[src/rtl/fsc_pkg.sv]
// package of constants and types shared by the mode controller and its host
package fsc_pkg;
  // timing figures in ns and the clock period
  localparam int unsigned CLK_PERIOD_NS      = 40;
  localparam int unsigned RST_SHORT_NS       = 1000000;  // default lengthening
  localparam int unsigned RST_LONG_NS        = 20000000; // longer lengthening
  localparam int unsigned RESTART_DELAY_NS   = 2000000;  // fail-safe restart
  localparam int unsigned INT_RESP_NS        = 256000000;
  localparam int unsigned WD_INIT_NS         = 256000000;
  // derived cycle counts; least times round up
  localparam int unsigned RST_SHORT_CYC =
    (RST_SHORT_NS + CLK_PERIOD_NS - 1) / CLK_PERIOD_NS;
  localparam int unsigned RST_LONG_CYC =
    (RST_LONG_NS + CLK_PERIOD_NS - 1) / CLK_PERIOD_NS;
  localparam int unsigned RESTART_CYC =
    (RESTART_DELAY_NS + CLK_PERIOD_NS - 1) / CLK_PERIOD_NS;
  // longest times round down
  localparam int unsigned INT_RESP_CYC = INT_RESP_NS / CLK_PERIOD_NS;
  localparam int unsigned WD_INIT_CYC  = WD_INIT_NS / CLK_PERIOD_NS;
  localparam int unsigned CNT_W        = 24;
  // reset source codes
  localparam logic [3:0] RSRC_POWER_ON  = 4'h0;
  localparam logic [3:0] RSRC_WAKE      = 4'h1;
  localparam logic [3:0] RSRC_WD_FAIL   = 4'h2;
  localparam logic [3:0] RSRC_INT_TMO   = 4'h3;
  localparam logic [3:0] RSRC_RESTART   = 4'h4;
  localparam logic [3:0] RSRC_FAILSAFE  = 4'h5;
  localparam logic [3:0] RSRC_EXT_RESET = 4'h6;
  // requested operating mode from host
  typedef enum logic {
    FSC_SEL_NORMAL,
    FSC_SEL_FLASH
  } fsc_sel_type;
  typedef enum logic [2:0] {
    FSC_STARTUP,
    FSC_RESTART,
    FSC_FAILSAFE,
    FSC_NORMAL,
    FSC_FLASH
  } fsc_mode_type;
endpackage : fsc_pkg

[src/rtl/fsc_link_if.sv]
// interface joining the mode controller and the host microcontroller end
`timescale 1ns/1ps
interface fsc_link_if;
  logic             system_reset_out_n;
  logic             int_req;        // interrupt request level to host
  logic [3:0]       reset_source;
  logic [2:0]       mode;
  logic             wd_init_done;   // host pulse: watchdog initialised
  logic             wd_select;      // 0 normal, 1 flash
  logic             int_ack;        // host pulse: interrupt register read
  logic             can_medium_control;
  logic             lin_medium_control;
  modport device (
    output system_reset_out_n, int_req, reset_source, mode,
    input  wd_init_done, wd_select, int_ack,
           can_medium_control, lin_medium_control
  );
  modport host (
    input  system_reset_out_n, int_req, reset_source, mode,
    output wd_init_done, wd_select, int_ack,
           can_medium_control, lin_medium_control
  );
endinterface : fsc_link_if

[src/rtl/fsc_device.sv]
// fail-safe system mode controller, device end
`timescale 1ns/1ps
module fsc_device
  import fsc_pkg::*;
#(
  parameter int unsigned RST_SHORT = RST_SHORT_CYC,
  parameter int unsigned RST_LONG  = RST_LONG_CYC,
  parameter int unsigned RESTART_D = RESTART_CYC,
  parameter int unsigned INT_RESP  = INT_RESP_CYC,
  parameter int unsigned WD_INIT   = WD_INIT_CYC
) (
  input  wire logic   clk,
  input  wire logic   rst_b,
  input  wire logic   ce,
  fsc_link_if.device  link,
  input  wire logic   reset_length_select,
  input  wire logic   can_wake,
  input  wire logic   lin_wake,
  input  wire logic   local_wake,
  input  wire logic   osc_ok,
  input  wire logic   supply_ok,
  input  wire logic   severe_fault,
  input  wire logic   wd_fail,
  input  wire logic   int_event,
  output logic        mcu_supply_output,
  output logic        can_tx_enable,
  output logic        lin_tx_enable,
  output logic        inhibit_limphome_output,
  output logic        enable_output
);
  fsc_mode_type       mode_r;
  fsc_mode_type       mode_nxt;
  logic [CNT_W-1:0]   cnt_r;
  logic [CNT_W-1:0]   cnt_nxt;
  logic [CNT_W-1:0]   int_cnt_r;
  logic               long_r;
  logic               long_nxt;
  logic               in_reset_r;  // lengthening phase of start-up/restart
  logic               in_reset_nxt;
  logic               from_restart_r;
  logic               from_restart_nxt;
  logic               int_pend_r;
  logic [3:0]         rsrc_r;
  logic [3:0]         rsrc_nxt;
  logic               rst_out_r;
  logic               can_s, lin_s, wake_s, osc_bad_s, sup_s;

  // pins from outside the clock domain
  fsc_sync u_sync_can  (.clk(clk), .rst_b(rst_b), .ce(ce),
                        .d(can_wake),   .q(can_s));
  fsc_sync u_sync_lin  (.clk(clk), .rst_b(rst_b), .ce(ce),
                        .d(lin_wake),   .q(lin_s));
  fsc_sync u_sync_wake (.clk(clk), .rst_b(rst_b), .ce(ce),
                        .d(local_wake), .q(wake_s));
  // oscillator synced as a fault flag: the flop's reset of zero then
  // reads as a good oscillator, so no fail-safe entry follows reset
  fsc_sync u_sync_osc  (.clk(clk), .rst_b(rst_b), .ce(ce),
                        .d(!osc_ok),    .q(osc_bad_s));
  fsc_sync u_sync_sup  (.clk(clk), .rst_b(rst_b), .ce(ce),
                        .d(supply_ok),  .q(sup_s));

  // decoded conditions
  wire any_wake   = can_s | lin_s | wake_s;
  wire valid_wake = any_wake & !osc_bad_s;
  wire running    = (mode_r == FSC_NORMAL) | (mode_r == FSC_FLASH);
  wire [CNT_W-1:0] len_cyc = long_r ? CNT_W'(RST_LONG)
                                    : CNT_W'(RST_SHORT);
  wire len_done   = (cnt_r >= len_cyc - CNT_W'(1));
  wire init_tmo   = (cnt_r >= CNT_W'(WD_INIT) - CNT_W'(1));
  wire int_tmo    = int_pend_r &
                    (int_cnt_r >= CNT_W'(INT_RESP) - CNT_W'(1));
  wire wd_trip    = running & wd_fail;
  wire sys_reset  = wd_trip | int_tmo;
  wire fatal      = osc_bad_s | severe_fault;

  // mode transition logic
  always_comb begin
    mode_nxt         = mode_r;
    cnt_nxt          = cnt_r + CNT_W'(1);
    long_nxt         = long_r;
    in_reset_nxt     = in_reset_r;
    from_restart_nxt = from_restart_r;
    rsrc_nxt         = rsrc_r;
    if (fatal && mode_r != FSC_FAILSAFE) begin
      mode_nxt = FSC_FAILSAFE;
      cnt_nxt  = '0;
      rsrc_nxt = RSRC_FAILSAFE;
    end else if (sys_reset) begin
      mode_nxt         = FSC_STARTUP;
      cnt_nxt          = '0;
      in_reset_nxt     = 1'b1;
      long_nxt         = reset_length_select;
      from_restart_nxt = 1'b0;
      rsrc_nxt         = wd_trip ? RSRC_WD_FAIL : RSRC_INT_TMO;
    end else begin
      unique case (mode_r)
        FSC_STARTUP, FSC_RESTART: begin
          if (in_reset_r) begin
            if (len_done) begin
              in_reset_nxt = 1'b0;
              cnt_nxt      = '0;
            end
          end else if (mode_r == FSC_RESTART && !sup_s) begin
            mode_nxt = FSC_FAILSAFE;
            cnt_nxt  = '0;
            rsrc_nxt = RSRC_FAILSAFE;
          end else if (link.wd_init_done) begin
            // restart may only lead to normal mode
            mode_nxt = (from_restart_r || link.wd_select == 1'b0)
                       ? FSC_NORMAL : FSC_FLASH;
            cnt_nxt  = '0;
          end else if (init_tmo) begin
            cnt_nxt          = '0;
            in_reset_nxt     = 1'b1;
            if (from_restart_r) begin
              mode_nxt = FSC_FAILSAFE;
              rsrc_nxt = RSRC_FAILSAFE;
            end else begin
              mode_nxt         = FSC_RESTART;
              long_nxt         = 1'b1;
              from_restart_nxt = 1'b1;
              rsrc_nxt         = RSRC_RESTART;
            end
          end
        end
        FSC_FAILSAFE: begin
          // wake only counts to start the restart delay; once started it runs on
          // a failing oscillator also cancels a restart delay in progress
          if (osc_bad_s || (!valid_wake && cnt_r == '0)) begin
            cnt_nxt = '0;
          end else if (cnt_r >= CNT_W'(RESTART_D) - CNT_W'(1)) begin
            mode_nxt         = FSC_STARTUP;
            cnt_nxt          = '0;
            in_reset_nxt     = 1'b1;
            long_nxt         = 1'b1;
            from_restart_nxt = 1'b0;
            rsrc_nxt         = RSRC_WAKE;
          end
        end
        FSC_NORMAL, FSC_FLASH: begin
          cnt_nxt = cnt_r;
        end
      endcase
    end
  end

  // mode state and counters
  always_ff @(posedge clk or negedge rst_b) begin
    if (!rst_b) begin
      mode_r         <= FSC_STARTUP;
      cnt_r          <= '0;
      long_r         <= 1'b0;
      in_reset_r     <= 1'b1;
      from_restart_r <= 1'b0;
      rsrc_r         <= RSRC_POWER_ON;
    end else if (ce) begin
      mode_r         <= mode_nxt;
      cnt_r          <= cnt_nxt;
      long_r         <= long_nxt;
      in_reset_r     <= in_reset_nxt;
      from_restart_r <= from_restart_nxt;
      rsrc_r         <= rsrc_nxt;
    end
  end

  // interrupt supervision; a new event wins over the host's ack
  always_ff @(posedge clk or negedge rst_b) begin
    if (!rst_b) begin
      int_pend_r <= 1'b0;
      int_cnt_r  <= '0;
    end else if (ce) begin
      if (!running || sys_reset) begin
        int_pend_r <= 1'b0;
        int_cnt_r  <= '0;
      end else if (int_event) begin
        int_pend_r <= 1'b1;
        int_cnt_r  <= '0;
      end else if (link.int_ack) begin
        int_pend_r <= 1'b0;
        int_cnt_r  <= '0;
      end else if (int_pend_r) begin
        int_cnt_r  <= int_cnt_r + CNT_W'(1);
      end
    end
  end

  // registered outputs; failsafe keeps everything off for minimum power
  // judged on the next mode so reset falls with the mode change, not after
  wire start_nxt    = (mode_nxt == FSC_STARTUP) | (mode_nxt == FSC_RESTART);
  wire in_reset_out = start_nxt ? in_reset_nxt : 1'b0;
  always_ff @(posedge clk or negedge rst_b) begin
    if (!rst_b) begin
      rst_out_r               <= 1'b0;
      link.int_req            <= 1'b0;
      link.reset_source       <= RSRC_POWER_ON;
      link.mode               <= 3'(FSC_STARTUP);
      mcu_supply_output       <= 1'b0;
      can_tx_enable           <= 1'b0;
      lin_tx_enable           <= 1'b0;
      inhibit_limphome_output <= 1'b0;
      enable_output           <= 1'b0;
    end else if (ce) begin
      rst_out_r <= !(in_reset_out || mode_nxt == FSC_FAILSAFE);
      link.int_req      <= int_pend_r | (running & int_event);
      link.reset_source <= rsrc_nxt;
      link.mode         <= 3'(mode_nxt);
      mcu_supply_output <= (mode_nxt != FSC_FAILSAFE) &&
                           !(mode_nxt == FSC_STARTUP && mode_r ==
                             FSC_FAILSAFE);
      can_tx_enable     <= (mode_nxt == FSC_NORMAL) &
                           link.can_medium_control;
      lin_tx_enable     <= (mode_nxt == FSC_NORMAL) &
                           link.lin_medium_control;
      inhibit_limphome_output <= (mode_nxt == FSC_NORMAL);
      enable_output     <= (mode_nxt == FSC_NORMAL);
    end
  end
  assign link.system_reset_out_n = rst_out_r;
endmodule : fsc_device

[src/rtl/fsc_sync.sv]
// two-flop synchroniser for pins from outside the clock domain
`timescale 1ns/1ps
module fsc_sync (
  input  wire logic clk,
  input  wire logic rst_b,
  input  wire logic ce,
  input  wire logic d,
  output logic      q
);
  logic meta_r;
  // first flop feeds only the second
  always_ff @(posedge clk or negedge rst_b) begin
    if (!rst_b) begin
      meta_r <= 1'b0;
      q      <= 1'b0;
    end else if (ce) begin
      meta_r <= d;
      q      <= meta_r;
    end
  end
endmodule : fsc_sync

[src/flat_wrapper.sv]
// flat-port wrapper written by rule: the top's interface ports become plain ports
module fsc_device_flat import fsc_pkg::*;
#(
  parameter int unsigned RST_SHORT = RST_SHORT_CYC,
  parameter int unsigned RST_LONG  = RST_LONG_CYC,
  parameter int unsigned RESTART_D = RESTART_CYC,
  parameter int unsigned INT_RESP  = INT_RESP_CYC,
  parameter int unsigned WD_INIT   = WD_INIT_CYC
)
  (clk, rst_b, ce, reset_length_select, can_wake, lin_wake, local_wake, osc_ok, supply_ok, severe_fault, wd_fail, int_event, mcu_supply_output, can_tx_enable, lin_tx_enable, inhibit_limphome_output, enable_output, link_system_reset_out_n, link_int_req, link_reset_source, link_mode, link_wd_init_done, link_wd_select, link_int_ack, link_can_medium_control, link_lin_medium_control);
  fsc_link_if link_i ();
  input  wire logic clk;
  input  wire logic rst_b;
  input  wire logic ce;
  input  wire logic reset_length_select;
  input  wire logic can_wake;
  input  wire logic lin_wake;
  input  wire logic local_wake;
  input  wire logic osc_ok;
  input  wire logic supply_ok;
  input  wire logic severe_fault;
  input  wire logic wd_fail;
  input  wire logic int_event;
  output logic mcu_supply_output;
  output logic can_tx_enable;
  output logic lin_tx_enable;
  output logic inhibit_limphome_output;
  output logic enable_output;
  output wire logic [$bits(link_i.system_reset_out_n)-1:0] link_system_reset_out_n;
  output wire logic [$bits(link_i.int_req)-1:0] link_int_req;
  output wire logic [$bits(link_i.reset_source)-1:0] link_reset_source;
  output wire logic [$bits(link_i.mode)-1:0] link_mode;
  input wire logic [$bits(link_i.wd_init_done)-1:0] link_wd_init_done;
  input wire logic [$bits(link_i.wd_select)-1:0] link_wd_select;
  input wire logic [$bits(link_i.int_ack)-1:0] link_int_ack;
  input wire logic [$bits(link_i.can_medium_control)-1:0] link_can_medium_control;
  input wire logic [$bits(link_i.lin_medium_control)-1:0] link_lin_medium_control;
  assign link_system_reset_out_n = link_i.system_reset_out_n;
  assign link_int_req = link_i.int_req;
  assign link_reset_source = link_i.reset_source;
  assign link_mode = link_i.mode;
  assign link_i.wd_init_done = link_wd_init_done;
  assign link_i.wd_select = link_wd_select;
  assign link_i.int_ack = link_int_ack;
  assign link_i.can_medium_control = link_can_medium_control;
  assign link_i.lin_medium_control = link_lin_medium_control;
  fsc_device #(.RST_SHORT(RST_SHORT), .RST_LONG(RST_LONG), .RESTART_D(RESTART_D), .INT_RESP(INT_RESP), .WD_INIT(WD_INIT)) u_core (.clk(clk), .rst_b(rst_b), .ce(ce), .link(link_i), .reset_length_select(reset_length_select), .can_wake(can_wake), .lin_wake(lin_wake), .local_wake(local_wake), .osc_ok(osc_ok), .supply_ok(supply_ok), .severe_fault(severe_fault), .wd_fail(wd_fail), .int_event(int_event), .mcu_supply_output(mcu_supply_output), .can_tx_enable(can_tx_enable), .lin_tx_enable(lin_tx_enable), .inhibit_limphome_output(inhibit_limphome_output), .enable_output(enable_output));
endmodule
[config.mk]
export PLATFORM = sky130hd
export DESIGN_NAME = fsc_device_flat
export DESIGN_NICKNAME = d
export VERILOG_FILES = /design/src/rtl/fsc_pkg.sv /design/src/rtl/fsc_link_if.sv /design/src/rtl/fsc_device.sv /design/src/rtl/fsc_sync.sv /design/src/flat_wrapper.sv
export SDC_FILE = /design/constraint.sdc
export NUM_CORES = 1
export LEC_CHECK = 0
export ABC_AREA = 0
export BUFFER_PORTS_ARGS = -buffer_cell sky130_fd_sc_hd__buf_2
export CAP_MARGIN = 15
export CORE_UTILIZATION = 45
export DETAILED_ROUTE_END_ITERATION = 6
export HOLD_SLACK_MARGIN = 0.03
export PLACE_DENSITY = 0.74
export REMOVE_ABC_BUFFERS = 1
export SETUP_SLACK_MARGIN = 0.2
export SYNTH_ARGS = -nofsm -noshare
export SYNTH_HDL_FRONTEND = slang
export SYNTH_SLANG_ARGS = --single-unit
[constraint.sdc]
create_clock -name clk -period 2.7 [get_ports clk]
set_clock_uncertainty 0.2 [all_clocks]
set_input_delay 0.27 -clock clk [delete_from_list [all_inputs] [get_ports clk]]
set_output_delay 0.27 -clock clk [all_outputs]
set_load 0.01 [all_outputs]
; Word-level counts from Yosys, hierarchy flattened
; Cells that the tools add are included.
[word_totals]
reg_bits = 75
inputBits = 17
out_inout_bits = 14
word_cells = 167
[classes]
add_sub_neg = 3
n_lt_le_gt_ge = 4
eq_ne = 22
mux = 68
bitwise = 15
n_reduce_logical = 31
[ops]
columns = op, n
row1 = $mux W24, 13
row2 = $add A24 B1 Y24 const B, 2
row3 = $ge A24 B23 Y1 const B, 2
row4 = $pmux W24 S2, 1
row5 = $mux W4, 8
row6 = $mux W1, 30
row7 = $mux W3, 9
row8 = $ge A24 B16 Y1 const B, 1
row9 = $ge A24 B24 Y1, 1
row10 = $logic_not A24 Y1, 1
row11 = $sub A24 B1 Y24 const B, 1
row12 = $mux W19, 1
row13 = $ne A3 B2 Y1 const B, 5
row14 = $eq A3 B2 Y1 const B, 4
row15 = $reduce_and A10 Y1, 1
row16 = $ne A3 B1 Y1 const B, 3
row17 = $reduce_and A9 Y1, 1
row18 = $pmux W4 S2, 1
row19 = $reduce_bool A4 Y1, 2
row20 = $logic_not A1 Y1, 7
row21 = $or A1 B1 Y1, 7
row22 = $reduce_and A7 Y1, 1
row23 = $and A1 B1 Y1, 6
row24 = $eq A3 B1 Y1 const B, 2
row25 = 17 further kinds, 33

; Longest topological paths before layout
; Gate-level depths: netlist (run 1).
[logic_depth]
depth_word = 15
ltp_mapped = 11
depth_no_buf = 10

; Cells and area by module
; A second synthesis (run 1) with hierarchy kept.
[hier_totals]
hier_cells = 492
hier_area_um2 = 4520.6
[modules_own_cells]
columns = mod, instances, cells_each, area_per_inst_um2, seq_area_each_um2
row1 = fsc_device, 1, 472, 4157.7, 1602.8
row2 = fsc_sync, 5, 4, 72.6, 50.0

; Least setup slack after synthesis (run 1)
; OpenSTA, ideal clock, no wires.
[synth_path]
path_kind = reg2reg
start = register u_core.int_cnt_r[20]
end = register u_core.int_cnt_r[6]
setup_ns = 0.110
arrival_time_ns = 2.500
required_time_ns = 2.390
slack_ns = -0.111
stages_incl_launch_ff = 9
n_path_buf = 0
synth_period_minus_slack_ns = 2.811
cell_sequence = dfrtp_1 or4_1 a311o_1 o31a_1 or2_4 or4_1 o21ai_0 nand2_1 o41ai_1
[synth_between]
elab_chain_cells = 6
word_cells_on_any_way = 7
cone_classes = order compare: 1 / mux: 1 / bitwise: 2 / reduce/logical: 3
[synth_rtl]
columns = element, line_no
row1 = from (decl), fsc_device.sv:35  ; logic [CNT_W-1:0] int_cnt_r;
row2 = from (signal assigned), fsc_device.sv:182  ; int_cnt_r <= int_cnt_r + CNT_W'(1);
row3 = $ge A24 B23 Y1 (*), fsc_device.sv:71  ; (int_cnt_r >= CNT_W'(INT_RESP) - CNT_W'(1));
row4 = $and A1 B1 Y1 (*), fsc_device.sv:70  ; wire int_tmo = int_pend_r &
row5 = $or A1 B1 Y1 (*), fsc_device.sv:73  ; wire sys_reset = wd_trip | int_tmo;
row6 = $logic_or A1 B1 Y1 (*), fsc_device.sv:172  ; if (!running || sys_reset) begin
row7 = $reduce_bool A4 Y1 (no source line), --
row8 = $reduce_and A2 Y1 (no source line), --
; Mark *: on every way between the ends. The rest lies on a longest branch, timed or not.
; A chain may end at the register's enable or synchronous reset.

; Worst setup path in the final report (run 1)
[layout_path]
start = register u_core.int_cnt_r[23]
end = register u_core.cnt_r[20]
[layout_between]
elab_chain_cells = 5
word_cells_on_any_way = 7
cone_classes = order compare: 1 / eq/ne: 1 / mux: 2 / bitwise: 2 / reduce/logical: 1
[layout_rtl]
columns = element, line_no
row1 = $ge A24 B23 Y1 (*), fsc_device.sv:71
row2 = $and A1 B1 Y1 (*), fsc_device.sv:70
row3 = $or A1 B1 Y1 (*), fsc_device.sv:73
row4 = $ne A3 B1 Y1 (no source line) / $mux W24 (equally long branches), --
row5 = $reduce_and A2 Y1 (no source line) / $mux W24 (equally long branches), --
row6 = to (signal assigned), fsc_device.sv:158  ; cnt_r <= cnt_nxt;
row7 = to (decl), fsc_device.sv:33  ; logic [CNT_W-1:0] cnt_r;
; Marks and branches as above.

==> flow_results.xml, run 1 <==
<?xml version="1.0" encoding="UTF-8"?>
<metrics>
  <group name="grt">
    <metric name="antenna_found_initial" unit="">0</metric>
    <metric name="gr-usage-all-layers" unit="%">27.20</metric>
    <metric name="grt.met3_usage" unit="%">6.184</metric>
    <metric name="grt_pass1_vias" unit="">4433</metric>
    <metric name="global_route.peak_usage_layer" unit="">met2</metric>
    <metric name="grt_max_degree" unit="">75</metric>
    <metric name="global_route.usage.met2" unit="%">47.00</metric>
    <metric name="grt.met1_usage" unit="%">32.45</metric>
    <metric name="first_pass_grt_wire_length" unit="µm">21120</metric>
    <metric name="globalRouteOverflowTotal" unit="">0</metric>
  </group>
  <group name="timing">
    <metric name="setup_ws" unit="ns">-0.3824</metric>
    <metric name="whs" unit="ns">0.1879</metric>
    <metric name="setup-violations-final" unit="">60</metric>
    <metric name="post-route-min-period" unit="ns">3.082</metric>
    <metric name="layout_worst_path_cycle_share" unit="%">114.2</metric>
    <metric name="timing.max_slew.rel_slack" unit="%">35.66</metric>
    <metric name="timing.final.hold_violations" unit="">0</metric>
    <metric name="transition_time_at_the_pin_with_the_least_slew_margin" unit="ns">0.9651</metric>
    <metric name="pins_over_slew_limit" unit="">0</metric>
    <metric name="rsz0062_at_grt" unit="">yes</metric>
    <metric name="timing.fmax" unit="MHz">324.4</metric>
  </group>
  <group name="final_layout">
    <metric name="drive_above_1_share" unit="%">41.14</metric>
    <metric name="final-seq-area" unit="mm²">0.001853</metric>
    <metric name="nFillCells" unit="">619</metric>
    <metric name="count_of_nets_after_finishing" unit="">656</metric>
    <metric name="layout-area-overhead-vs-synth" unit="%">48.92</metric>
    <metric name="n_antenna_cell" unit="">0</metric>
    <metric name="multiInputGateArea" unit="mm²">0.002829</metric>
  </group>
  <group name="flow_run">
    <metric name="maxCapViolCount" unit="">0</metric>
  </group>
  <group name="synth">
    <metric name="yosysWarnings" unit="">0</metric>
    <metric name="dominant_combinational_cell_family_by_area_after_synthesis" unit="">simple AND/OR/NAND/NOR gates</metric>
    <metric name="synth_edf_count" unit="">0</metric>
    <metric name="synth_xor_area_share" unit="%">3.669</metric>
    <metric name="synth-async-reset-ratio" unit="%">100.0</metric>
    <metric name="synth_adder_area_share" unit="%">3.494</metric>
    <metric name="netlist_area" unit="mm²">0.004297</metric>
    <metric name="postSynthCellCount" unit="">479</metric>
    <metric name="synth_top_area_share" unit="%">42.52</metric>
    <metric name="cell_type_with_the_highest_aggregate_area_in_the_netlist" unit="">sky130_fd_sc_hd__dfrtp_1</metric>
    <metric name="synth_top_area_cells" unit="">sky130_fd_sc_hd__dfrtp_1 (43%), sky130_fd_sc_hd__nor2_1 (5.5%), sky130_fd_sc_hd__nand2_1 (3.8%)</metric>
    <metric name="muxShareOfSynthArea" unit="%">3.145</metric>
    <metric name="synth_sequential_area_ratio" unit="%">43.13</metric>
    <metric name="synth.distinct_cells" unit="">57</metric>
    <metric name="yosys_most_used_dff" unit="">sky130_fd_sc_hd__dfrtp_1</metric>
    <metric name="syn_avg_cell_area" unit="µm²">8.970</metric>
    <metric name="synth_simple_gate_area_share" unit="%">25.39</metric>
    <metric name="ys_ff_latch" unit="">74</metric>
    <metric name="synth_compound_area_share" unit="%">17.91</metric>
  </group>
  <group name="floorplan">
    <metric name="placeableCoreArea" unit="mm²">0.009240</metric>
    <metric name="core.rowCount" unit="">35</metric>
    <metric name="dieArea" unit="mm²">0.009943</metric>
    <metric name="die_height" unit="µm">99.72</metric>
    <metric name="io-pin-count" unit="">31</metric>
    <metric name="initial_utilization" unit="%">46.50</metric>
    <metric name="die_width" unit="µm">99.72</metric>
  </group>
  <group name="setup_path">
    <metric name="critical_path.reg2reg.endpoint" unit="">u_core.cnt_r[20]</metric>
    <metric name="regToRegStartpoint" unit="">u_core.int_cnt_r[23]</metric>
    <metric name="critical-path-max-stage-delay" unit="ns">0.52</metric>
    <metric name="cp.buffers_inverters" unit="">4</metric>
    <metric name="critPathTopFamily" unit="">simple AND/OR/NAND/NOR gates</metric>
    <metric name="critPathSlowestCell" unit="">sky130_fd_sc_hd__or4_1</metric>
    <metric name="crit_start" unit="">u_core.int_cnt_r[23]</metric>
    <metric name="worst_setup_path_start_kind" unit="">register</metric>
    <metric name="crit_path_cell_trace" unit="">or4_1, a311o_1, o31a_1, buf_4, buf_6, nor4_4, buf_4, nand2b_4, buf_8, or4_4, a21oi_2, a21o_1</metric>
    <metric name="worst_r2r_path_depth" unit="">12</metric>
    <metric name="critical_path_arrival" unit="ns">3.14</metric>
    <metric name="worst-endpoint-required" unit="ns">2.75</metric>
    <metric name="critical-path-top-cell-by-count" unit="">sky130_fd_sc_hd__buf_4</metric>
    <metric name="cp-end-kind" unit="">register</metric>
    <metric name="setup.reg_to_reg.worst_slack" unit="ns">-0.38</metric>
    <metric name="timing.setup.critical_path_class" unit="">reg2reg</metric>
    <metric name="timing.critical_path.fanout_max" unit="">7</metric>
  </group>
  <group name="min_path">
    <metric name="hold_path_class" unit="">in2reg</metric>
    <metric name="min_from" unit="">ce</metric>
    <metric name="hold_end" unit="">u_core.in_reset_r</metric>
    <metric name="worst_hold_path_stage_count" unit="">3</metric>
  </group>
  <group name="routing">
    <metric name="antenna_violating_nets_post_route" unit="">0</metric>
    <metric name="detail_route.wl_per_cell" unit="µm">19.02</metric>
    <metric name="drc" unit="">0</metric>
    <metric name="detailroute.via_count" unit="">4574</metric>
    <metric name="first_iter_violations" unit="">355</metric>
    <metric name="drt-total-wl" unit="µm">14480</metric>
    <metric name="detail_route.first_pass.iterations" unit="">6</metric>
    <metric name="route.detailed.vias_per_inst" unit="">6.011</metric>
  </group>
  <group name="power_and_ir_drop">
    <metric name="pwr-share-comb" unit="%">50.7</metric>
    <metric name="power.density_cell_area" unit="mW/mm²">748.6</metric>
    <metric name="power.clock.fraction" unit="%">20.3</metric>
    <metric name="max-vdd-ir-drop" unit="mV">0.5180</metric>
    <metric name="p_int" unit="mW">2.896</metric>
    <metric name="leakagePower" unit="nW">2.829</metric>
    <metric name="total_switching_power" unit="mW">1.894</metric>
    <metric name="sw_frac_of_total" unit="%">39.54</metric>
    <metric name="pwr-share-seq" unit="%">29.0</metric>
    <metric name="power" unit="mW">4.790</metric>
  </group>
  <group name="clocking">
    <metric name="worstSkewPairLatency" unit="ns">0.37</metric>
    <metric name="tritoncts" unit="">yes</metric>
    <metric name="buffer_levels_on_the_longest_clock_path" unit="">2</metric>
    <metric name="cts_inserted_buffers" unit="">9</metric>
    <metric name="cts_root_buf" unit="">sky130_fd_sc_hd__clkbuf_8</metric>
    <metric name="clk_pin_slew_worst_paths" unit="ns">0.09</metric>
    <metric name="sinks_on_the_clock_net" unit="">74</metric>
    <metric name="clock_tree.htree_level_count" unit="">3</metric>
  </group>
  <group name="placed_design">
    <metric name="count_of_buffers_from_port_buffering" unit="">29</metric>
    <metric name="dpl.hpwl" unit="µm">8193</metric>
    <metric name="gpl_wtd_cong" unit="">0.9255</metric>
  </group>
  <group name="outcome">
    <metric name="violations" unit="">setup timing</metric>
    <metric name="outcome" unit="">finished, violations left</metric>
  </group>
</metrics>
synthesized netlist by cell type, types with 4 or more instances:
cell and count:
sky130_fd_sc_hd__a21oi_1 21, sky130_fd_sc_hd__a211oi_1 4, sky130_fd_sc_hd__o21ai_0 27, sky130_fd_sc_hd__a21o_1 14, sky130_fd_sc_hd__nand3_1 25, sky130_fd_sc_hd__and3_1 6, sky130_fd_sc_hd__nor4_1 11, sky130_fd_sc_hd__nand4_1 16
sky130_fd_sc_hd__dfrtp_1 73, sky130_fd_sc_hd__o31ai_1 5, sky130_fd_sc_hd__nand2_1 43, sky130_fd_sc_hd__inv_1 10, sky130_fd_sc_hd__xor2_1 15, sky130_fd_sc_hd__nand2b_1 5, sky130_fd_sc_hd__mux2_2 12, sky130_fd_sc_hd__nor3_1 14
sky130_fd_sc_hd__or4_1 8, sky130_fd_sc_hd__a22o_1 12, sky130_fd_sc_hd__buf_2 4, sky130_fd_sc_hd__clkbuf_1 17, sky130_fd_sc_hd__nor2_1 63, sky130_fd_sc_hd__ha_1 12, sky130_fd_sc_hd__a31oi_1 4
power groups by stage:
stage,clock [mW],combinational (mW),sequential [mW]
after global routing,1.03,2.57,1.40
after global placement,0,1.68,1.37
after CTS,0.984,2.13,1.37
final,0.973,2.43,1.39
after floorplan,0,0.879,1.42
after detailed placement,0,1.72,1.38
worst max-delay path by stage:
| stage | end | cells past startpoint |
|---|---|---|
| global placement | u_core.cnt_r[9] | 8 |
| CTS | u_core.int_cnt_r[6] | 9 |
| finish | u_core.cnt_r[20] | 12 |
| global route | u_core.cnt_r[20] | 12 |
| detailed placement | u_core.cnt_r[5] | 8 |
| floorplan | u_core.cnt_r[8] | 7 |
state kept, by name, indices dropped and copies added, names as in the netlist, 3 cells and up:
signal                    flops
u_core.link.reset_source      3
u_core.mode_r                 3
u_core.cnt_r                 24
u_core.int_cnt_r             24
worst reg2reg max path: stages, from the launching register on:
cell,delay [ns]
sky130_fd_sc_hd__dfrtp_1,0.38
sky130_fd_sc_hd__or4_1,0.52
sky130_fd_sc_hd__a311o_1,0.28
sky130_fd_sc_hd__o31a_1,0.33
sky130_fd_sc_hd__buf_4,0.15
sky130_fd_sc_hd__buf_6,0.12
sky130_fd_sc_hd__nor4_4,0.18
sky130_fd_sc_hd__buf_4,0.19
sky130_fd_sc_hd__nand2b_4,0.14
sky130_fd_sc_hd__buf_8,0.14
sky130_fd_sc_hd__or4_4,0.13
sky130_fd_sc_hd__a21oi_2,0.06
sky130_fd_sc_hd__a21o_1,0.17
logic make-up (layout without fill, tap and decap cells):
family,after synthesis,in the layout
and+or+nand+nor,215,215
AOI/OAI and AO/OA,114,114
DFF,74,74
buffers and inverters,33,186
xor gates and xnor gates,18,18
adders and majority gates,12,12
muxes,12,12
other,1,1
final cells by class:
class / count / share of cell area, %
Clock inverter: 6 / 1.427
Tap cell: 129 / 2.522
Inverter: 10 / 0.5866
Multi-Input combinational cell: 372 / 44.21
Sequential cell: 74 / 28.96
Clock buffer: 10 / 1.995
Timing Repair Buffer: 160 / 20.30
routing by layer:
metal  vias to the layer above  wire (µm)
li1                       2052          -
met4                         0        669
met2                       253       7316
met3                        72       1035
met5                         -          0
met1                      2197       5453
through the flow:
| stage | cell area, µm² | instances | setup slack, ns | util (%) | TNS (ns) |
|---|---|---|---|---|---|
| 2_1_floorplan | 4198 | 456 | -0.2943 | - | -5.973 |
| 3_3_place_gp | 5298 | 716 | -0.3872 | 57.33 | -10.51 |
| 3_5_place_dp | 5298 | 716 | -0.4421 | 57.33 | -13.42 |
| 4_1_cts | 6008 | 753 | -0.2656 | 65.02 | -9.683 |
| 5_1_grt | 6399 | 761 | -0.4592 | 69.25 | -16.97 |
| 6_report | 6399 | 761 | -0.3824 | 69.25 | -12.11 |
cell usage in the layout (no fill, tap or decap), types with 4 or more instances in the layout:
cell type	instances
sky130_fd_sc_hd__xor2_1	15
sky130_fd_sc_hd__and3_1	6
sky130_fd_sc_hd__nor3_1	12
sky130_fd_sc_hd__dfrtp_1	73
sky130_fd_sc_hd__nand2_1	41
sky130_fd_sc_hd__a21o_1	14
sky130_fd_sc_hd__ha_1	11
sky130_fd_sc_hd__o21ai_2	7
sky130_fd_sc_hd__nor2_4	21
sky130_fd_sc_hd__nor2_1	39
sky130_fd_sc_hd__buf_6	20
sky130_fd_sc_hd__buf_4	97
sky130_fd_sc_hd__a21oi_2	5
sky130_fd_sc_hd__dlygate4sd3_1	10
sky130_fd_sc_hd__nand3_1	23
sky130_fd_sc_hd__or4_1	5
sky130_fd_sc_hd__buf_2	28
sky130_fd_sc_hd__nor4_1	8
sky130_fd_sc_hd__inv_1	9
sky130_fd_sc_hd__nand4_1	16
sky130_fd_sc_hd__o21ai_0	15
sky130_fd_sc_hd__o21ai_1	6
sky130_fd_sc_hd__a31oi_1	4
sky130_fd_sc_hd__mux2_2	11
sky130_fd_sc_hd__clkbuf_8	9
sky130_fd_sc_hd__a22o_1	12
sky130_fd_sc_hd__a21oi_1	14
timing repair:
action	4_1_cts	5_1_grt
gates resized for setup	78	67
pin swaps	21	31
gates cloned	0	3
setup endpoints to repair	63	63
hold buffers	10	0
setup buffers	11	5
hold endpoints to repair	82	0
Power figures use the tool's default switching activity.
==> run 2: changes to the inputs <==
- TNS_END_PERCENT: unset -> 5
==> run 2 against run 1 <==
  * Fmax rose by 3.3%
  * Via count fell by 8.2%
  * Sequential share of layout area rose by 2.5 points
  * The flow still finishes with violations (setup timing)
  * Largest power group unchanged
  * Worst hold slack got worse by 0.030 ns
==> flow_results.xml, run 2 (synthesis gave the netlist of run 1 again) <==
<?xml version="1.0" encoding="UTF-8"?>
<metrics>
  <group name="outcome">
    <metric name="outcome" unit="">finished, violations left</metric>
    <metric name="violations" unit="">setup timing</metric>
  </group>
  <group name="setup_path">
    <metric name="cp-end-kind" unit="">register</metric>
    <metric name="timing.setup.critical_path_class" unit="">reg2reg</metric>
    <metric name="crit_start" unit="">u_core.int_cnt_r[23]</metric>
    <metric name="cp.buffers_inverters" unit="">1</metric>
    <metric name="timing.critical_path.fanout_max" unit="">4</metric>
    <metric name="critical_path.reg2reg.endpoint" unit="">u_core.int_cnt_r[6]</metric>
    <metric name="crit_path_cell_trace" unit="">or4_1, a311o_1, o31a_1, or2_4, buf_6, or4_4, o21ai_2, nand2_1, o41ai_1</metric>
    <metric name="worst-endpoint-required" unit="ns">2.76</metric>
    <metric name="worst_r2r_path_depth" unit="">9</metric>
    <metric name="critical-path-max-stage-delay" unit="ns">0.51</metric>
    <metric name="critical_path_arrival" unit="ns">3.04</metric>
    <metric name="critPathTopFamily" unit="">simple AND/OR/NAND/NOR gates</metric>
    <metric name="setup.reg_to_reg.worst_slack" unit="ns">-0.28</metric>
    <metric name="regToRegStartpoint" unit="">u_core.int_cnt_r[23]</metric>
    <metric name="critPathSlowestCell" unit="">sky130_fd_sc_hd__or4_1</metric>
    <metric name="worst_setup_path_start_kind" unit="">register</metric>
  </group>
  <group name="timing">
    <metric name="transition_time_at_the_pin_with_the_least_slew_margin" unit="ns">0.9662</metric>
    <metric name="setup_ws" unit="ns">-0.2835</metric>
    <metric name="layout_worst_path_cycle_share" unit="%">110.5</metric>
    <metric name="pins_over_slew_limit" unit="">0</metric>
    <metric name="whs" unit="ns">0.1579</metric>
    <metric name="setup-violations-final" unit="">53</metric>
    <metric name="rsz0062_at_grt" unit="">yes</metric>
    <metric name="timing.max_slew.rel_slack" unit="%">35.58</metric>
    <metric name="timing.fmax" unit="MHz">335.2</metric>
    <metric name="timing.final.hold_violations" unit="">0</metric>
    <metric name="post-route-min-period" unit="ns">2.983</metric>
  </group>
  <group name="grt">
    <metric name="globalRouteOverflowTotal" unit="">0</metric>
    <metric name="gr-usage-all-layers" unit="%">24.44</metric>
    <metric name="grt_max_degree" unit="">75</metric>
    <metric name="first_pass_grt_wire_length" unit="µm">19120</metric>
    <metric name="antenna_found_initial" unit="">0</metric>
    <metric name="grt_pass1_vias" unit="">4010</metric>
  </group>
  <group name="routing">
    <metric name="detail_route.wl_per_cell" unit="µm">15.79</metric>
    <metric name="drt-total-wl" unit="µm">11770</metric>
    <metric name="detail_route.first_pass.iterations" unit="">4</metric>
    <metric name="antenna_violating_nets_post_route" unit="">0</metric>
    <metric name="first_iter_violations" unit="">192</metric>
    <metric name="drc" unit="">0</metric>
    <metric name="detailroute.via_count" unit="">4198</metric>
    <metric name="route.detailed.vias_per_inst" unit="">5.635</metric>
  </group>
  <group name="flow_run">
    <metric name="maxCapViolCount" unit="">0</metric>
  </group>
  <group name="clocking">
    <metric name="worstSkewPairLatency" unit="ns">0.36</metric>
    <metric name="clk_pin_slew_worst_paths" unit="ns">0.09</metric>
    <metric name="cts_root_buf" unit="">sky130_fd_sc_hd__clkbuf_8</metric>
    <metric name="tritoncts" unit="">yes</metric>
    <metric name="cts_inserted_buffers" unit="">9</metric>
    <metric name="clock_tree.htree_level_count" unit="">3</metric>
    <metric name="sinks_on_the_clock_net" unit="">74</metric>
    <metric name="buffer_levels_on_the_longest_clock_path" unit="">2</metric>
  </group>
  <group name="min_path">
    <metric name="hold_path_class" unit="">in2reg</metric>
    <metric name="min_from" unit="">ce</metric>
    <metric name="worst_hold_path_stage_count" unit="">4</metric>
    <metric name="hold_end" unit="">u_core.mode_r[2]</metric>
  </group>
  <group name="final_layout">
    <metric name="layout_common_cells" unit="">sky130_fd_sc_hd__buf_4 (95), sky130_fd_sc_hd__dfrtp_1 (73), sky130_fd_sc_hd__nor2_1 (56)</metric>
    <metric name="final_core_util" unit="%">63.72</metric>
    <metric name="layout-area-overhead-vs-synth" unit="%">37.04</metric>
    <metric name="layout_top_registers" unit="">u_core.cnt_r (24), u_core.int_cnt_r (24)</metric>
    <metric name="drive_above_1_share" unit="%">33.28</metric>
    <metric name="leading_cell_type_in_the_layout_fill_and_taps_excluded" unit="">sky130_fd_sc_hd__buf_4</metric>
    <metric name="count_of_nets_after_finishing" unit="">640</metric>
    <metric name="n_antenna_cell" unit="">0</metric>
  </group>
  <group name="power_and_ir_drop">
    <metric name="power.density_cell_area" unit="mW/mm²">750.8</metric>
    <metric name="max-vdd-ir-drop" unit="mV">0.6002</metric>
    <metric name="leakagePower" unit="nW">2.684</metric>
  </group>
  <group name="floorplan">
    <metric name="die_height" unit="µm">99.72</metric>
    <metric name="die_width" unit="µm">99.72</metric>
    <metric name="placeableCoreArea" unit="mm²">0.009240</metric>
    <metric name="dieArea" unit="mm²">0.009943</metric>
    <metric name="core.rowCount" unit="">35</metric>
    <metric name="io-pin-count" unit="">31</metric>
    <metric name="initial_utilization" unit="%">46.50</metric>
  </group>
  <group name="placed_design">
    <metric name="dpl.hpwl" unit="µm">8193</metric>
    <metric name="count_of_buffers_from_port_buffering" unit="">29</metric>
    <metric name="gpl_wtd_cong" unit="">0.9255</metric>
  </group>
</metrics>
[run 2: repair_timing]
item | 4_1_cts | 5_1_grt
pin swaps | 4 | 12
setup endpoints to repair | 63 | 63
gates resized for setup | 38 | 29
endpoints found under the hold margin | 82 | 0
hold buffers | 10 | 0
buffers inserted | 0 | 3
[run 2: worst register-to-register path, delay by kind of cell, from the launching register on]
kind | cells | cell delay, ns
AOI/OAI and AO/OA | 4 | 0.84
DFF | 1 | 0.38
buffers and inverters | 1 | 0.14
and+or+nand+nor | 4 | 1.31
[run 2: cell type report]
| class | count | area (µm²) |
|---|---|---|
| fillers | 745 | 3352 |
| multi-input cells | 372 | 2522 |
| flip-flops and latches | 74 | 1853 |
| repair buffers | 144 | 1095 |
| well taps | 129 | 161.4 |
| clock buffers | 10 | 127.6 |
| clock inverters | 6 | 91.34 |
| inverters | 10 | 37.54 |
[run 2: power by group]
part / switching (mW) / total [mW] / leakage [nW] / internal, mW
registers: 0.123 / 1.37 / 0.984 / 1.25
clock network: 0.446 / 0.968 / 0.0987 / 0.522
logic: 1.10 / 2.08 / 1.60 / 0.984
[run 2: per-layer routing]
layer	share of wire, %	wire [µm]	global-route usage [%]
met1	44	5127	30.99
met3	4.5	534	4.919
met2	50	5895	41.96
met4	1.8	208	7.353
met5	0	0	0
[run 2: worst max-delay path by stage]
stage | to | cells past startpoint
after detailed placement | u_core.cnt_r[5] | 8
after global placement | u_core.cnt_r[9] | 8
after floorplan | u_core.cnt_r[8] | 7
final | u_core.int_cnt_r[6] | 9
after global routing | u_core.int_cnt_r[1] | 9
after CTS | u_core.int_cnt_r[6] | 9
[run 2: per-stage QoR]
step	total power, mW	TNS [ns]	cell area [µm²]	cells	worst slack, ns
2_1_floorplan	2.304	-5.973	4198	456	-0.2943
3_3_place_gp	3.055	-10.51	5298	716	-0.3872
3_5_place_dp	3.106	-13.42	5298	716	-0.4421
4_1_cts	4.186	-8.051	5768	742	-0.2661
5_1_grt	4.655	-14.59	5888	745	-0.3692
6_report	4.421	-8.188	5888	745	-0.2835
